--- src/rtl/ictimer_pkg.sv ---
/*
  Constants, register map and enumerations for the input-capture timer.
  Assumes a 32-bit APB register bus and a 10 MHz bus clock.
*/
package ictimer_pkg;
  // ----------------------------------------------------------------
  // Sizes
  // ----------------------------------------------------------------
  localparam int NUM_CH  = 3;
  localparam int COUNT_W = 16;
  localparam int ADDR_W  = 8;
  localparam int NUM_REQ = NUM_CH + 1;

  // ----------------------------------------------------------------
  // Register byte offsets
  // ----------------------------------------------------------------
  localparam logic [7:0] OFF_COUNT  = 8'h00;
  localparam logic [7:0] OFF_CTRL   = 8'h04;
  localparam logic [7:0] OFF_ENABLE = 8'h08;
  localparam logic [7:0] OFF_FLAGS  = 8'h0C;
  localparam logic [3:0] CAP_PAGE   = 4'h1;  // Captures at 0x10, 0x14, 0x18

  // ----------------------------------------------------------------
  // Field positions and reset values
  // ----------------------------------------------------------------
  localparam int CTRL_EDGE_LSB  = 0;   // Two bits per channel
  localparam int CTRL_PRESC_LSB = 8;   // Two bits
  localparam int FLAG_WRAP_BIT  = 3;
  localparam logic [5:0]  EDGE_RESET  = 6'h00;
  localparam logic [1:0]  PRESC_RESET = 2'h0;
  localparam logic [3:0]  ENABLE_RESET = 4'h0;
  localparam logic [15:0] COUNT_RESET = 16'h0000;
  localparam logic [15:0] COUNT_TOP   = 16'hFFFF;

  // ----------------------------------------------------------------
  // Timing
  // ----------------------------------------------------------------
  localparam int BUS_PERIOD_NS  = 100;
  localparam int TICK_DIV1_NS   = BUS_PERIOD_NS;            // One count per cycle
  localparam int TICK_DIV1_CYC  = TICK_DIV1_NS / BUS_PERIOD_NS;
  localparam int MUL_CYCLES     = 10;                       // Longest instruction
  localparam logic [3:0] PRESC_LIMIT_DIV1  = 4'h0;
  localparam logic [3:0] PRESC_LIMIT_DIV4  = 4'h3;
  localparam logic [3:0] PRESC_LIMIT_DIV8  = 4'h7;
  localparam logic [3:0] PRESC_LIMIT_DIV16 = 4'hF;

  // ----------------------------------------------------------------
  // Enumerations
  // ----------------------------------------------------------------
  typedef enum logic [1:0] {
    EDGE_OFF  = 2'b00,
    EDGE_RISE = 2'b01,
    EDGE_FALL = 2'b10,
    EDGE_ANY  = 2'b11
  } edge_sel_e;

  typedef enum logic [0:0] {
    ARB_IDLE     = 1'b0,
    ARB_STACKING = 1'b1
  } arb_state_e;

  localparam logic [2:0] VEC_NONE = 3'h7;  // No source left at selection
endpackage

--- src/rtl/capture_channel.sv ---
/*
  One capture channel: edge detection on a synchronised pin level,
  capture register and sticky capture flag.
  Assumes pin_level is already synchronised to clk.
*/
`timescale 1ns/100ps
module capture_channel
  import ictimer_pkg::*;
#(
  parameter int W = COUNT_W
) (
  input  wire logic         clk,
  input  wire logic         rst_n,
  input  wire logic         ce,
  input  wire logic         pin_level,
  input  wire logic [1:0]   edge_sel,
  input  wire logic [W-1:0] count,
  input  wire logic         flag_clear,
  output logic [W-1:0]      cap_value,
  output logic              flag
);
  logic         last_level;
  logic         hit;
  logic [W-1:0] next_cap_value;
  logic         next_flag;

  // Edge qualification and next state
  always_comb begin
    case (edge_sel)
      EDGE_RISE: hit = pin_level & ~last_level;
      EDGE_FALL: hit = ~pin_level & last_level;
      EDGE_ANY:  hit = pin_level ^ last_level;
      default:   hit = 1'b0;
    endcase
    next_cap_value = hit ? count : cap_value;  // see R2
    next_flag      = hit | (flag & ~flag_clear); // Set wins
  end

  // State registers
  always_ff @(posedge clk or negedge rst_n) begin
    if (!rst_n) begin
      last_level <= 1'b0;
      cap_value  <= '0;
      flag       <= 1'b0;
    end else if (ce) begin
      last_level <= pin_level;
      cap_value  <= next_cap_value;
      flag       <= next_flag;
    end
  end

  // ----------------------------------------------------------------
  // Assertions
  // ----------------------------------------------------------------
  capture_latch_a: assert property (@(posedge clk) disable iff (!rst_n)
    ce && hit |=> cap_value == $past(count) && flag)
    else $error("capture value not latched on edge");

  rearm_latch_a: assert property (@(posedge clk) disable iff (!rst_n)
    ce && hit && flag && flag_clear |=> flag && cap_value == $past(count))
    else $error("edge during pending flag lost");

  disabled_hold_a: assert property (@(posedge clk) disable iff (!rst_n)
    edge_sel == EDGE_OFF |=> $stable(cap_value))
    else $error("disabled channel changed capture value");
endmodule

--- src/rtl/vector_arbiter.sv ---
/*
  Interrupt request sequencing: waits for an instruction boundary, starts
  stacking, and picks the vector only when stacking is complete.
  Request bit 0 has the highest priority. The last bit is overflow.
*/
`timescale 1ns/100ps
module vector_arbiter
  import ictimer_pkg::*;
#(
  parameter int N = NUM_REQ
) (
  input  wire logic         clk,
  input  wire logic         rst_n,
  input  wire logic         ce,
  input  wire logic [N-1:0] request,
  input  wire logic         instr_boundary,
  input  wire logic         ccr_stacked,
  input  wire logic         stack_done,
  output logic              irq,
  output logic              stack_start,
  output logic              vector_valid,
  output logic [2:0]        vector_id
);
  arb_state_e   state;
  arb_state_e   next_state;
  logic [N-1:0] snapshot;
  logic [N-1:0] next_snapshot;
  logic         ccr_seen;
  logic         next_ccr_seen;
  logic         next_stack_start;
  logic         next_vector_valid;
  logic [2:0]   next_vector_id;
  logic [2:0]   pick;

  // Highest-priority source in the snapshot
  always_comb begin
    pick = VEC_NONE;
    for (int i = N - 1; i >= 0; i--) begin
      if (snapshot[i]) pick = 3'(i);
    end
  end

  // Sequencing
  always_comb begin
    next_state        = state;
    next_snapshot     = snapshot;
    next_ccr_seen     = ccr_seen;
    next_stack_start  = 1'b0;
    next_vector_valid = 1'b0;
    next_vector_id    = vector_id;
    case (state)
      ARB_IDLE: begin
        if (instr_boundary && |request) begin
          next_state       = ARB_STACKING;
          next_stack_start = 1'b1;
          next_snapshot    = request;
          next_ccr_seen    = 1'b0;
        end
      end
      ARB_STACKING: begin
        if (!ccr_seen) begin
          next_snapshot = request;  // Late captures still join
          next_ccr_seen = ccr_stacked;
        end
        if (stack_done) begin
          next_state        = ARB_IDLE;
          next_vector_valid = 1'b1;
          next_vector_id    = pick;
        end
      end
      default: next_state = ARB_IDLE;
    endcase
  end

  // Registers
  always_ff @(posedge clk or negedge rst_n) begin
    if (!rst_n) begin
      state        <= ARB_IDLE;
      snapshot     <= '0;
      ccr_seen     <= 1'b0;
      irq          <= 1'b0;
      stack_start  <= 1'b0;
      vector_valid <= 1'b0;
      vector_id    <= VEC_NONE;
    end else if (ce) begin
      state        <= next_state;
      snapshot     <= next_snapshot;
      ccr_seen     <= next_ccr_seen;
      irq          <= |request;
      stack_start  <= next_stack_start;
      vector_valid <= next_vector_valid;
      vector_id    <= next_vector_id;
    end
  end

  // ----------------------------------------------------------------
  // Assertions
  // ----------------------------------------------------------------
  boundary_only_a: assert property (@(posedge clk) disable iff (!rst_n)
    $rose(stack_start) |-> $past(instr_boundary) && $past(|request))
    else $error("stacking started off an instruction boundary");

  defer_select_a: assert property (@(posedge clk) disable iff (!rst_n)
    vector_valid |-> $past(stack_done) && $past(state) == ARB_STACKING)
    else $error("vector selected before stacking finished");

  priority_pick_a: assert property (@(posedge clk) disable iff (!rst_n)
    ce && state == ARB_STACKING && stack_done && |snapshot[N-2:0]
    |=> vector_valid && vector_id != 3'(N - 1))
    else $error("overflow chosen over a pending capture");

  ccr_window_a: assert property (@(posedge clk) disable iff (!rst_n)
    ce && state == ARB_STACKING && !ccr_seen && !stack_done && |request[N-2:0]
    |=> |snapshot[N-2:0])
    else $error("capture before condition codes stacked was dropped");

  preempt_c: cover property (@(posedge clk) disable iff (!rst_n)
    state == ARB_STACKING && !ccr_seen && snapshot == {1'b1, {(N-1){1'b0}}}
    ##1 |snapshot[N-2:0]);

  overflow_vec_c: cover property (@(posedge clk) disable iff (!rst_n)
    vector_valid && vector_id == 3'(N - 1));
endmodule

--- src/rtl/input_capture_overflow_timer.sv ---
/*
  Input-capture timer: shared 16-bit free-running counter with prescaler,
  three capture channels, wrap flag, APB register file and interrupt
  vector sequencing.
  Assumes capture pins are asynchronous and the CPU side signals
  (instruction boundary, stacking progress) are on clk.
*/
// The APB slave port and the placing of the registers were decided locally.
// Function
// Three independent capture channels, each with its own edge choice.
// A selected edge latches the shared counter into that channel's register.
// Shared 16-bit counter sets a wrap flag on overflow.
// At divide-by-one the counter advances once per bus cycle.
// Captured MSB one means before wrap, zero means after wrap.
// A repeat edge with flag set still latches; one clear clears both.
// Overflow ranks below every capture at vector selection.
// Vector choice is made only after stacking completes.
// Capture recognised before condition codes stack replaces the lower source.
// Interrupts start only at instruction boundaries, e.g. after a multiply.
// Two-bit edge select per channel: off, rise, fall, any; fields independent.
// Software clears one flag by writing one to its bit only.
`timescale 1ns/100ps
module input_capture_overflow_timer
  import ictimer_pkg::*;
(
  input  wire logic              clk,
  input  wire logic              rst_n,
  input  wire logic              ce,
  // APB slave
  input  wire logic [ADDR_W-1:0] paddr,
  input  wire logic              psel,
  input  wire logic              penable,
  input  wire logic              pwrite,
  input  wire logic [31:0]       pwdata,
  input  wire logic [3:0]        pstrb,
  output logic [31:0]            prdata,
  output logic                   pready,
  output logic                   pslverr,
  // Capture pins
  input  wire logic [NUM_CH-1:0] cap_pin,
  // CPU interrupt sequencing
  input  wire logic              instr_boundary,
  input  wire logic              ccr_stacked,
  input  wire logic              stack_done,
  output logic                   irq,
  output logic                   stack_start,
  output logic                   vector_valid,
  output logic [2:0]             vector_id
);
  // ----------------------------------------------------------------
  // Declarations
  // ----------------------------------------------------------------
  logic [NUM_CH-1:0]  pin_meta;
  logic [NUM_CH-1:0]  pin_sync;
  logic [COUNT_W-1:0] count;
  logic [COUNT_W-1:0] next_count;
  logic [3:0]         presc_cnt;
  logic [3:0]         next_presc_cnt;
  logic [3:0]         presc_limit;
  logic               tick;
  logic               wrap_ev;
  logic               counter_wrap_flag;
  logic               next_wrap_flag;
  logic [5:0]         edge_sel;
  logic [5:0]         next_edge_sel;
  logic [1:0]         presc_sel;
  logic [1:0]         next_presc_sel;
  logic [3:0]         enable;
  logic [3:0]         next_enable;
  logic               commit;
  logic               wr_flags;
  logic [NUM_CH-1:0]  cap_clear;
  logic [NUM_CH-1:0]  capture_n_flag;
  logic [COUNT_W-1:0] cap_value [NUM_CH];
  logic [NUM_REQ-1:0] request;
  logic               cap_hit;
  logic [1:0]         cap_idx;
  logic [31:0]        rd_word;
  logic               rd_err;
  logic               next_pready;
  logic [31:0]        next_prdata;
  logic               next_pslverr;

  // ----------------------------------------------------------------
  // Pin synchronisers
  // ----------------------------------------------------------------
  // Two stages; only the second stage is used downstream
  always_ff @(posedge clk or negedge rst_n) begin
    if (!rst_n) begin
      pin_meta <= '0;
      pin_sync <= '0;
    end else if (ce) begin
      pin_meta <= cap_pin;
      pin_sync <= pin_meta;
    end
  end

  // ----------------------------------------------------------------
  // Prescaler and free-running counter
  // ----------------------------------------------------------------
  // Divider limit from the prescale field
  always_comb begin
    case (presc_sel)
      2'h1:    presc_limit = PRESC_LIMIT_DIV4;
      2'h2:    presc_limit = PRESC_LIMIT_DIV8;
      2'h3:    presc_limit = PRESC_LIMIT_DIV16;
      default: presc_limit = PRESC_LIMIT_DIV1;
    endcase
  end

  // Compare with >= so that lowering the prescale mid-count cannot leave
  // the divider above its new limit and make it skip ticks
  assign tick    = (presc_cnt >= presc_limit);
  assign wrap_ev = tick && (count == COUNT_TOP);
  assign commit  = psel && penable && pready;
  assign wr_flags = commit && pwrite && pstrb[0] && (paddr == OFF_FLAGS);
  assign cap_clear = wr_flags ? pwdata[NUM_CH-1:0] : '0;

  // Counter, divider and wrap flag next values
  always_comb begin
    next_presc_cnt = tick ? 4'h0 : presc_cnt + 4'h1;
    next_count     = tick ? count + 16'h0001 : count;  // see R3
    // Set wins over a clear in the same cycle
    next_wrap_flag = wrap_ev | (counter_wrap_flag &
                     ~(wr_flags & pwdata[FLAG_WRAP_BIT]));
  end

  always_ff @(posedge clk or negedge rst_n) begin
    if (!rst_n) begin
      presc_cnt         <= 4'h0;
      count             <= COUNT_RESET;
      counter_wrap_flag <= 1'b0;
    end else if (ce) begin
      presc_cnt         <= next_presc_cnt;
      count             <= next_count;
      counter_wrap_flag <= next_wrap_flag;
    end
  end

  // ----------------------------------------------------------------
  // Capture channels
  // ----------------------------------------------------------------
  // One instance per channel, each with its own edge field
  for (genvar k = 0; k < NUM_CH; k++) begin : g_ch
    capture_channel #(
      .W          (COUNT_W)
    ) u_ch (
      .clk        (clk),
      .rst_n      (rst_n),
      .ce         (ce),
      .pin_level  (pin_sync[k]),
      .edge_sel   (edge_sel[2*k +: 2]),
      .count      (count),
      .flag_clear (cap_clear[k]),
      .cap_value  (cap_value[k]),
      .flag       (capture_n_flag[k])
    );
  end

  // ----------------------------------------------------------------
  // Interrupt sequencing
  // ----------------------------------------------------------------
  // Captures occupy the high-priority bits, overflow the last one
  // Irq is a polling level; the arbiter works from the same request vector
  assign request = {counter_wrap_flag & enable[FLAG_WRAP_BIT],
                    capture_n_flag & enable[NUM_CH-1:0]};

  vector_arbiter #(
    .N              (NUM_REQ)
  ) u_arb (
    .clk            (clk),
    .rst_n          (rst_n),
    .ce             (ce),
    .request        (request),
    .instr_boundary (instr_boundary),
    .ccr_stacked    (ccr_stacked),
    .stack_done     (stack_done),
    .irq            (irq),
    .stack_start    (stack_start),
    .vector_valid   (vector_valid),
    .vector_id      (vector_id)
  );

  // ----------------------------------------------------------------
  // Register writes
  // ----------------------------------------------------------------
  // Control and enable fields, honouring byte strobes
  // Strobes let software change the prescale without touching edge fields
  always_comb begin
    next_edge_sel  = edge_sel;
    next_presc_sel = presc_sel;
    next_enable    = enable;
    if (commit && pwrite && paddr == OFF_CTRL) begin
      if (pstrb[0]) next_edge_sel  = pwdata[CTRL_EDGE_LSB +: 6];
      if (pstrb[1]) next_presc_sel = pwdata[CTRL_PRESC_LSB +: 2];
    end else if (commit && pwrite && paddr == OFF_ENABLE) begin
      if (pstrb[0]) next_enable = pwdata[3:0];
    end
  end

  always_ff @(posedge clk or negedge rst_n) begin
    if (!rst_n) begin
      edge_sel  <= EDGE_RESET;
      presc_sel <= PRESC_RESET;
      enable    <= ENABLE_RESET;
    end else if (ce) begin
      edge_sel  <= next_edge_sel;
      presc_sel <= next_presc_sel;
      enable    <= next_enable;
    end
  end

  // ----------------------------------------------------------------
  // Read decode and APB answer
  // ----------------------------------------------------------------
  // Slot 3 of the capture page is unmapped; cap_hit keeps the index in range
  assign cap_hit = (paddr[7:4] == CAP_PAGE) && (paddr[1:0] == 2'h0) &&
                   (paddr[3:2] < 2'(NUM_CH));
  assign cap_idx = paddr[3:2];

  // Address decode of the read word
  always_comb begin
    rd_word = 32'h0000_0000;
    rd_err  = 1'b0;
    if (paddr == OFF_COUNT) begin
      rd_word = {16'h0000, count};
    end else if (paddr == OFF_CTRL) begin
      rd_word = {22'h000000, presc_sel, 2'h0, edge_sel};
    end else if (paddr == OFF_ENABLE) begin
      rd_word = {28'h0000000, enable};
    end else if (paddr == OFF_FLAGS) begin
      rd_word = {28'h0000000, counter_wrap_flag, capture_n_flag};
    end else if (cap_hit) begin
      rd_word = {16'h0000, cap_value[cap_idx]};
    end else begin
      rd_err  = 1'b1;
    end
  end

  // One wait state: ready rises in the second access cycle
  // Ready never stands two cycles, so back-to-back transfers each wait once
  always_comb begin
    next_pready  = psel && penable && !pready;
    next_prdata  = prdata;
    next_pslverr = 1'b0;
    if (next_pready) begin
      next_prdata  = pwrite ? 32'h0000_0000 : rd_word;
      next_pslverr = rd_err || (pwrite && (paddr == OFF_COUNT || cap_hit));
    end
  end

  always_ff @(posedge clk or negedge rst_n) begin
    if (!rst_n) begin
      pready  <= 1'b0;
      prdata  <= 32'h0000_0000;
      pslverr <= 1'b0;
    end else if (ce) begin
      pready  <= next_pready;
      prdata  <= next_prdata;
      pslverr <= next_pslverr;
    end
  end

  // ----------------------------------------------------------------
  // Assertions
  // ----------------------------------------------------------------
  counter_step_a: assert property (@(posedge clk) disable iff (!rst_n)
    ce && presc_sel == 2'h0 |=> count == $past(count) + 16'h0001)
    else $error("counter did not advance once per cycle at divide by one");

  wrap_flag_a: assert property (@(posedge clk) disable iff (!rst_n)
    ce && wrap_ev |=> counter_wrap_flag && count == COUNT_RESET)
    else $error("wrap did not set flag and restart counter");

  msb_order_a: assert property (@(posedge clk) disable iff (!rst_n)
    ce && wrap_ev |-> count[COUNT_W-1] ##1 !count[COUNT_W-1])
    else $error("counter MSB does not separate before and after wrap");

  apb_wait_a: assert property (@(posedge clk) disable iff (!rst_n)
    ce && psel && !penable ##1 ce && psel && penable |=> pready ##1 !pready)
    else $error("APB answer not in second access cycle");

  wrap_clear_a: assert property (@(posedge clk) disable iff (!rst_n)
    ce && wr_flags && pwdata[FLAG_WRAP_BIT] && !wrap_ev |=> !counter_wrap_flag)
    else $error("wrap flag not cleared by its write-one");

  flag_keep_a: assert property (@(posedge clk) disable iff (!rst_n)
    ce && wr_flags && !pwdata[FLAG_WRAP_BIT] && counter_wrap_flag |=> counter_wrap_flag)
    else $error("wrap flag lost on a write to other flag bits");

  field_keep_a: assert property (@(posedge clk) disable iff (!rst_n)
    ce && !(commit && pwrite && paddr == OFF_CTRL) |=> $stable(edge_sel))
    else $error("edge select changed without a control write");

  ro_refuse_a: assert property (@(posedge clk) disable iff (!rst_n)
    ce && pready && pwrite && paddr == OFF_COUNT |-> pslverr)
    else $error("write to read-only counter not refused");

  // Scenario covers
  wrap_c: cover property (@(posedge clk) disable iff (!rst_n)
    wrap_ev && |capture_n_flag);

  clear_c: cover property (@(posedge clk) disable iff (!rst_n)
    wr_flags && |cap_clear);

  presc_c: cover property (@(posedge clk) disable iff (!rst_n)
    tick && presc_sel == 2'h1);
endmodule

--- config.mk ---
export PLATFORM = sky130hd
export DESIGN_NAME = input_capture_overflow_timer
export DESIGN_NICKNAME = d
export VERILOG_FILES = /design/src/rtl/ictimer_pkg.sv /design/src/rtl/capture_channel.sv /design/src/rtl/vector_arbiter.sv /design/src/rtl/input_capture_overflow_timer.sv
export SDC_FILE = /design/constraint.sdc
export NUM_CORES = 1
export LEC_CHECK = 0
export BUFFER_PORTS_ARGS = -buffer_cell sky130_fd_sc_hd__buf_2
export CORE_MARGIN = 8
export CORE_UTILIZATION = 60
export CTS_CLUSTER_DIAMETER = 120
export DETAILED_ROUTE_END_ITERATION = 10
export PLACE_DENSITY = 0.93
export SYNTH_ARGS = -nofsm -noshare
export SYNTH_HDL_FRONTEND = slang
export SYNTH_SLANG_ARGS = --single-unit
--- constraint.sdc ---
create_clock -name clk -period 7.4 [get_ports clk]
set_clock_uncertainty 0.2 [all_clocks]
set_input_delay 0.74 -clock clk [delete_from_list [all_inputs] [get_ports clk]]
set_output_delay 0.74 -clock clk [all_outputs]
set_load 0.1 [all_outputs]
==> results.py <==
metrics = {
    "detailed_routing": {
        "drtIter0Drc": 284,
        "wl_mm": 14.1,
        "via_count": 4277,
        "vias_per_cell": 5.98,
        "route.detailed.drc": 0,
        "firstDrtPassIters": 5,
        "drt-wirelength-per-cell_um": 19.7,
        "ant_nets": 0,
    },
    "cells_and_area": {
        "drive_above_1_share_pct": 30.2,
        "antenna_cells": 0,
        "fin_nets": 637,
        "instances_no_fill": 715,
        "layout_common_cells": "120 x dfrtp_1, 74 x mux2_2, 52 x nand2_1, 52 x buf_2, 35 x inv_1",
        "n_fill_cell": 605,
        "final_common_cell": "dfrtp_1",
        "area_growth_pct": 16.7,
    },
    "sta": {
        "finalSetupViolations": 0,
        "fin_setup_tns_ns": 0,
        "tightest_slew_ns": 1.27,
        "max_clock_freq_mhz": 336,
        "report.final.hold_viol_count": 0,
        "fin_crit_ns": 2.97,
        "min_period_over_period_pct": 40.2,
        "drv_slew": 0,
        "rsz0062_at_grt": "no",
        "timing.hold.ws_ns": 0.0255,
        "relSlewSlack_pct": 15.5,
    },
    "clock_tree": {
        "cts_buffer_depth": 2,
        "post-cts-setup-buffers": 0,
        "cts_resized": 0,
        "hold_buffers": 0,
        "clock_latency_ns": 0.53,
        "clkSinkCount": 123,
        "cts_tree": "yes",
        "numCtsBuffers": 17,
        "cts.clk_slew.worst_paths_ns": 0.06,
        "cts_root_buffer": "clkbuf_8",
        "htree_levels": 4,
    },
    "placed_design": {
        "io_buffers": 53,
        "gp_congestion": 0.859,
        "dp.cells": 683,
        "place_hpwl_mm": 8.99,
    },
    "floorplan": {
        "die_width_um": 115,
        "die_area_um2": 13300,
        "io_pins": 96,
        "core_um2": 9680,
        "fp-row-count": 36,
        "die_h_um": 115,
        "start_util_pct": 61.1,
    },
    "worst_setup_path": {
        "cp_max_fo": 17,
        "worstReg2RegEnd": "count[1]",
        "timing.rr.start": "presc_sel[1]",
        "ff2ff_path_depth": 7,
        "critPathKind": "reg2reg",
        "critPathLaunch": "presc_sel[1]",
        "required_ns": 7.61,
        "ff2ff_setup_slack_ns": 4.43,
        "endpoint_kind": "flip-flop",
        "crit_path_end": "count[1]",
        "crit_arrival_ns": 3.19,
        "cp-start-kind": "flip-flop",
    },
    "global_route": {
        "grt_first_pass_wirelength_mm": 22.9,
        "grt_pass1_vias": 4583,
        "grt_max_degree": 76,
        "grt_use_total_pct": 22.7,
        "grt_overflow": 0,
        "antenna_found_initial": 0,
    },
    "yosys": {
        "synth_warnings": 0,
        "syn_inst": 523,
        "ys.flop_type": "dfrtp_1",
        "avgSynthCellArea_um2": 11.3,
        "ys_ff_latch": 123,
        "synth_edf_count": 0,
        "yosys.cell_types.count": 50,
        "syn_area_um2": 5910,
        "seq_area_frac_synth_pct": 52.1,
        "synthArstFlopShare_pct": 100,
    },
    "worst_hold_path": {
        "hold_class": "in2async",
    },
    "run": {
        "cap_violations": 0,
    },
    "power_and_ir_drop": {
        "peakVddDrop_mv": 0.141,
        "p_leak_nw": 3.44,
        "power_density_nw_per_um2": 288,
    },
    "status": {
        "status": "completed",
    },
}
-- cell usage after synthesis (2+ instances only) --
cell / instances / share of area [%]
and3_1: 3 / 0.32
o21ai_1: 2 / 0.17
nor2_1: 17 / 1.1
dfstp_2: 3 / 1.3
a21o_1: 4 / 0.51
o221ai_1: 8 / 1.2
or4_4: 2 / 0.38
o22ai_1: 3 / 0.32
nand4_1: 11 / 1.2
mux2_2: 74 / 14
a222oi_1: 7 / 1.2
dfrtp_1: 120 / 51
buf_4: 17 / 2.2
nor3_1: 3 / 0.25
a21oi_1: 16 / 1.4
o21ai_0: 29 / 2.5
nand3_1: 9 / 0.76
mux2i_1: 18 / 3.0
inv_1: 35 / 2.2
a221o_1: 8 / 1.4
nand2_1: 52 / 3.3
nand2b_1: 3 / 0.32
clkbuf_1: 20 / 1.3
xnor2_1: 14 / 2.1
buf_1: 6 / 0.38
ha_1: 12 / 2.5
nor2b_1: 4 / 0.42
-- power by group --
group | switching [W] | internal (W)
registers | 0.0000477 | 0.000716
clock network | 0.000296 | 0.000684
logic | 0.000186 | 0.0000574
-- logic make-up after synthesis --
group | count (synthesis) | synth area share, %
other cells | 1 | 0.0634
fa+ha+maj | 12 | 2.54
mux | 92 | 17.1
flops | 123 | 52.1
xor+xnor | 15 | 2.22
buf+inv | 81 | 6.37
compound gates | 87 | 10.2
simple gates | 112 | 9.37
-- worst min-delay path by stage --
stage | startpoint | to | slack, ns | cells after the start
CTS | rst_n | u_arb.vector_valid | 0.04 | 1
finish | rst_n | pin_sync[1] | 0.03 | 1
floorplan | u_arb.snapshot[0] | u_arb.vector_id[1] | 0.20 | 1
detailed placement | u_arb.snapshot[0] | u_arb.vector_id[1] | 0.24 | 1
global placement | u_arb.snapshot[0] | u_arb.vector_id[1] | 0.20 | 1
global route | rst_n | u_arb.vector_valid | 0.07 | 1
-- state kept, by name, indices dropped and copies added (netlist names), 2 cells and up --
| register | count |
|---|---|
| count | 16 |
| edge_sel | 6 |
| enable | 4 |
| g_ch.u_ch.cap_value | 48 |
| g_ch.u_ch.flag | 3 |
| g_ch.u_ch.last_level | 3 |
| pin_meta | 3 |
| pin_sync | 3 |
| prdata | 16 |
| presc_cnt | 4 |
| presc_sel | 2 |
| u_arb.snapshot | 4 |
| u_arb.vector_id | 3 |
-- layout make-up --
class | instances | area [um2] | area share, %
well taps | 133 | 166 | 2.41
clock inverters | 11 | 236 | 3.43
multi-input cells | 334 | 2520 | 36.5
repair buffers | 57 | 298 | 4.31
flip-flops and latches | 123 | 3080 | 44.6
clock buffers | 21 | 469 | 6.80
inverters | 36 | 135 | 1.96
-- metal layers --
metal	vias to the layer above	track usage (%)	part of all wire, %
li1	1910	-	-
met1	2157	25.8	39
met2	166	38.2	51
met3	44	6.20	6.8
met4	0	12.0	2.9
met5	-	0	0
-- worst max-delay path, stage by stage, from the launching register on --
cell     delay [ns]
dfrtp_1        0.40
inv_1          0.13
nand2_1        0.11
ha_1           0.28
o21ai_0        0.13
a21oi_1        0.98
nand2_1        0.28
mux2_2         0.34
-- stage by stage --
stage / setup WS [ns] / area [um2] / utilization (%) / power [W]
CTS: 4.44 / 6900 / 71.3 / 0.00199
global placement: 4.22 / 6200 / 64.0 / 0.00100
finish: 4.43 / 6900 / 71.3 / 0.00199
global route: 4.27 / 6900 / 71.3 / 0.00205
detailed placement: 4.19 / 6200 / 64.0 / 0.00101
floorplan: 4.73 / 5970 / - / 0.000962
Power figures use the tool's default switching activity.
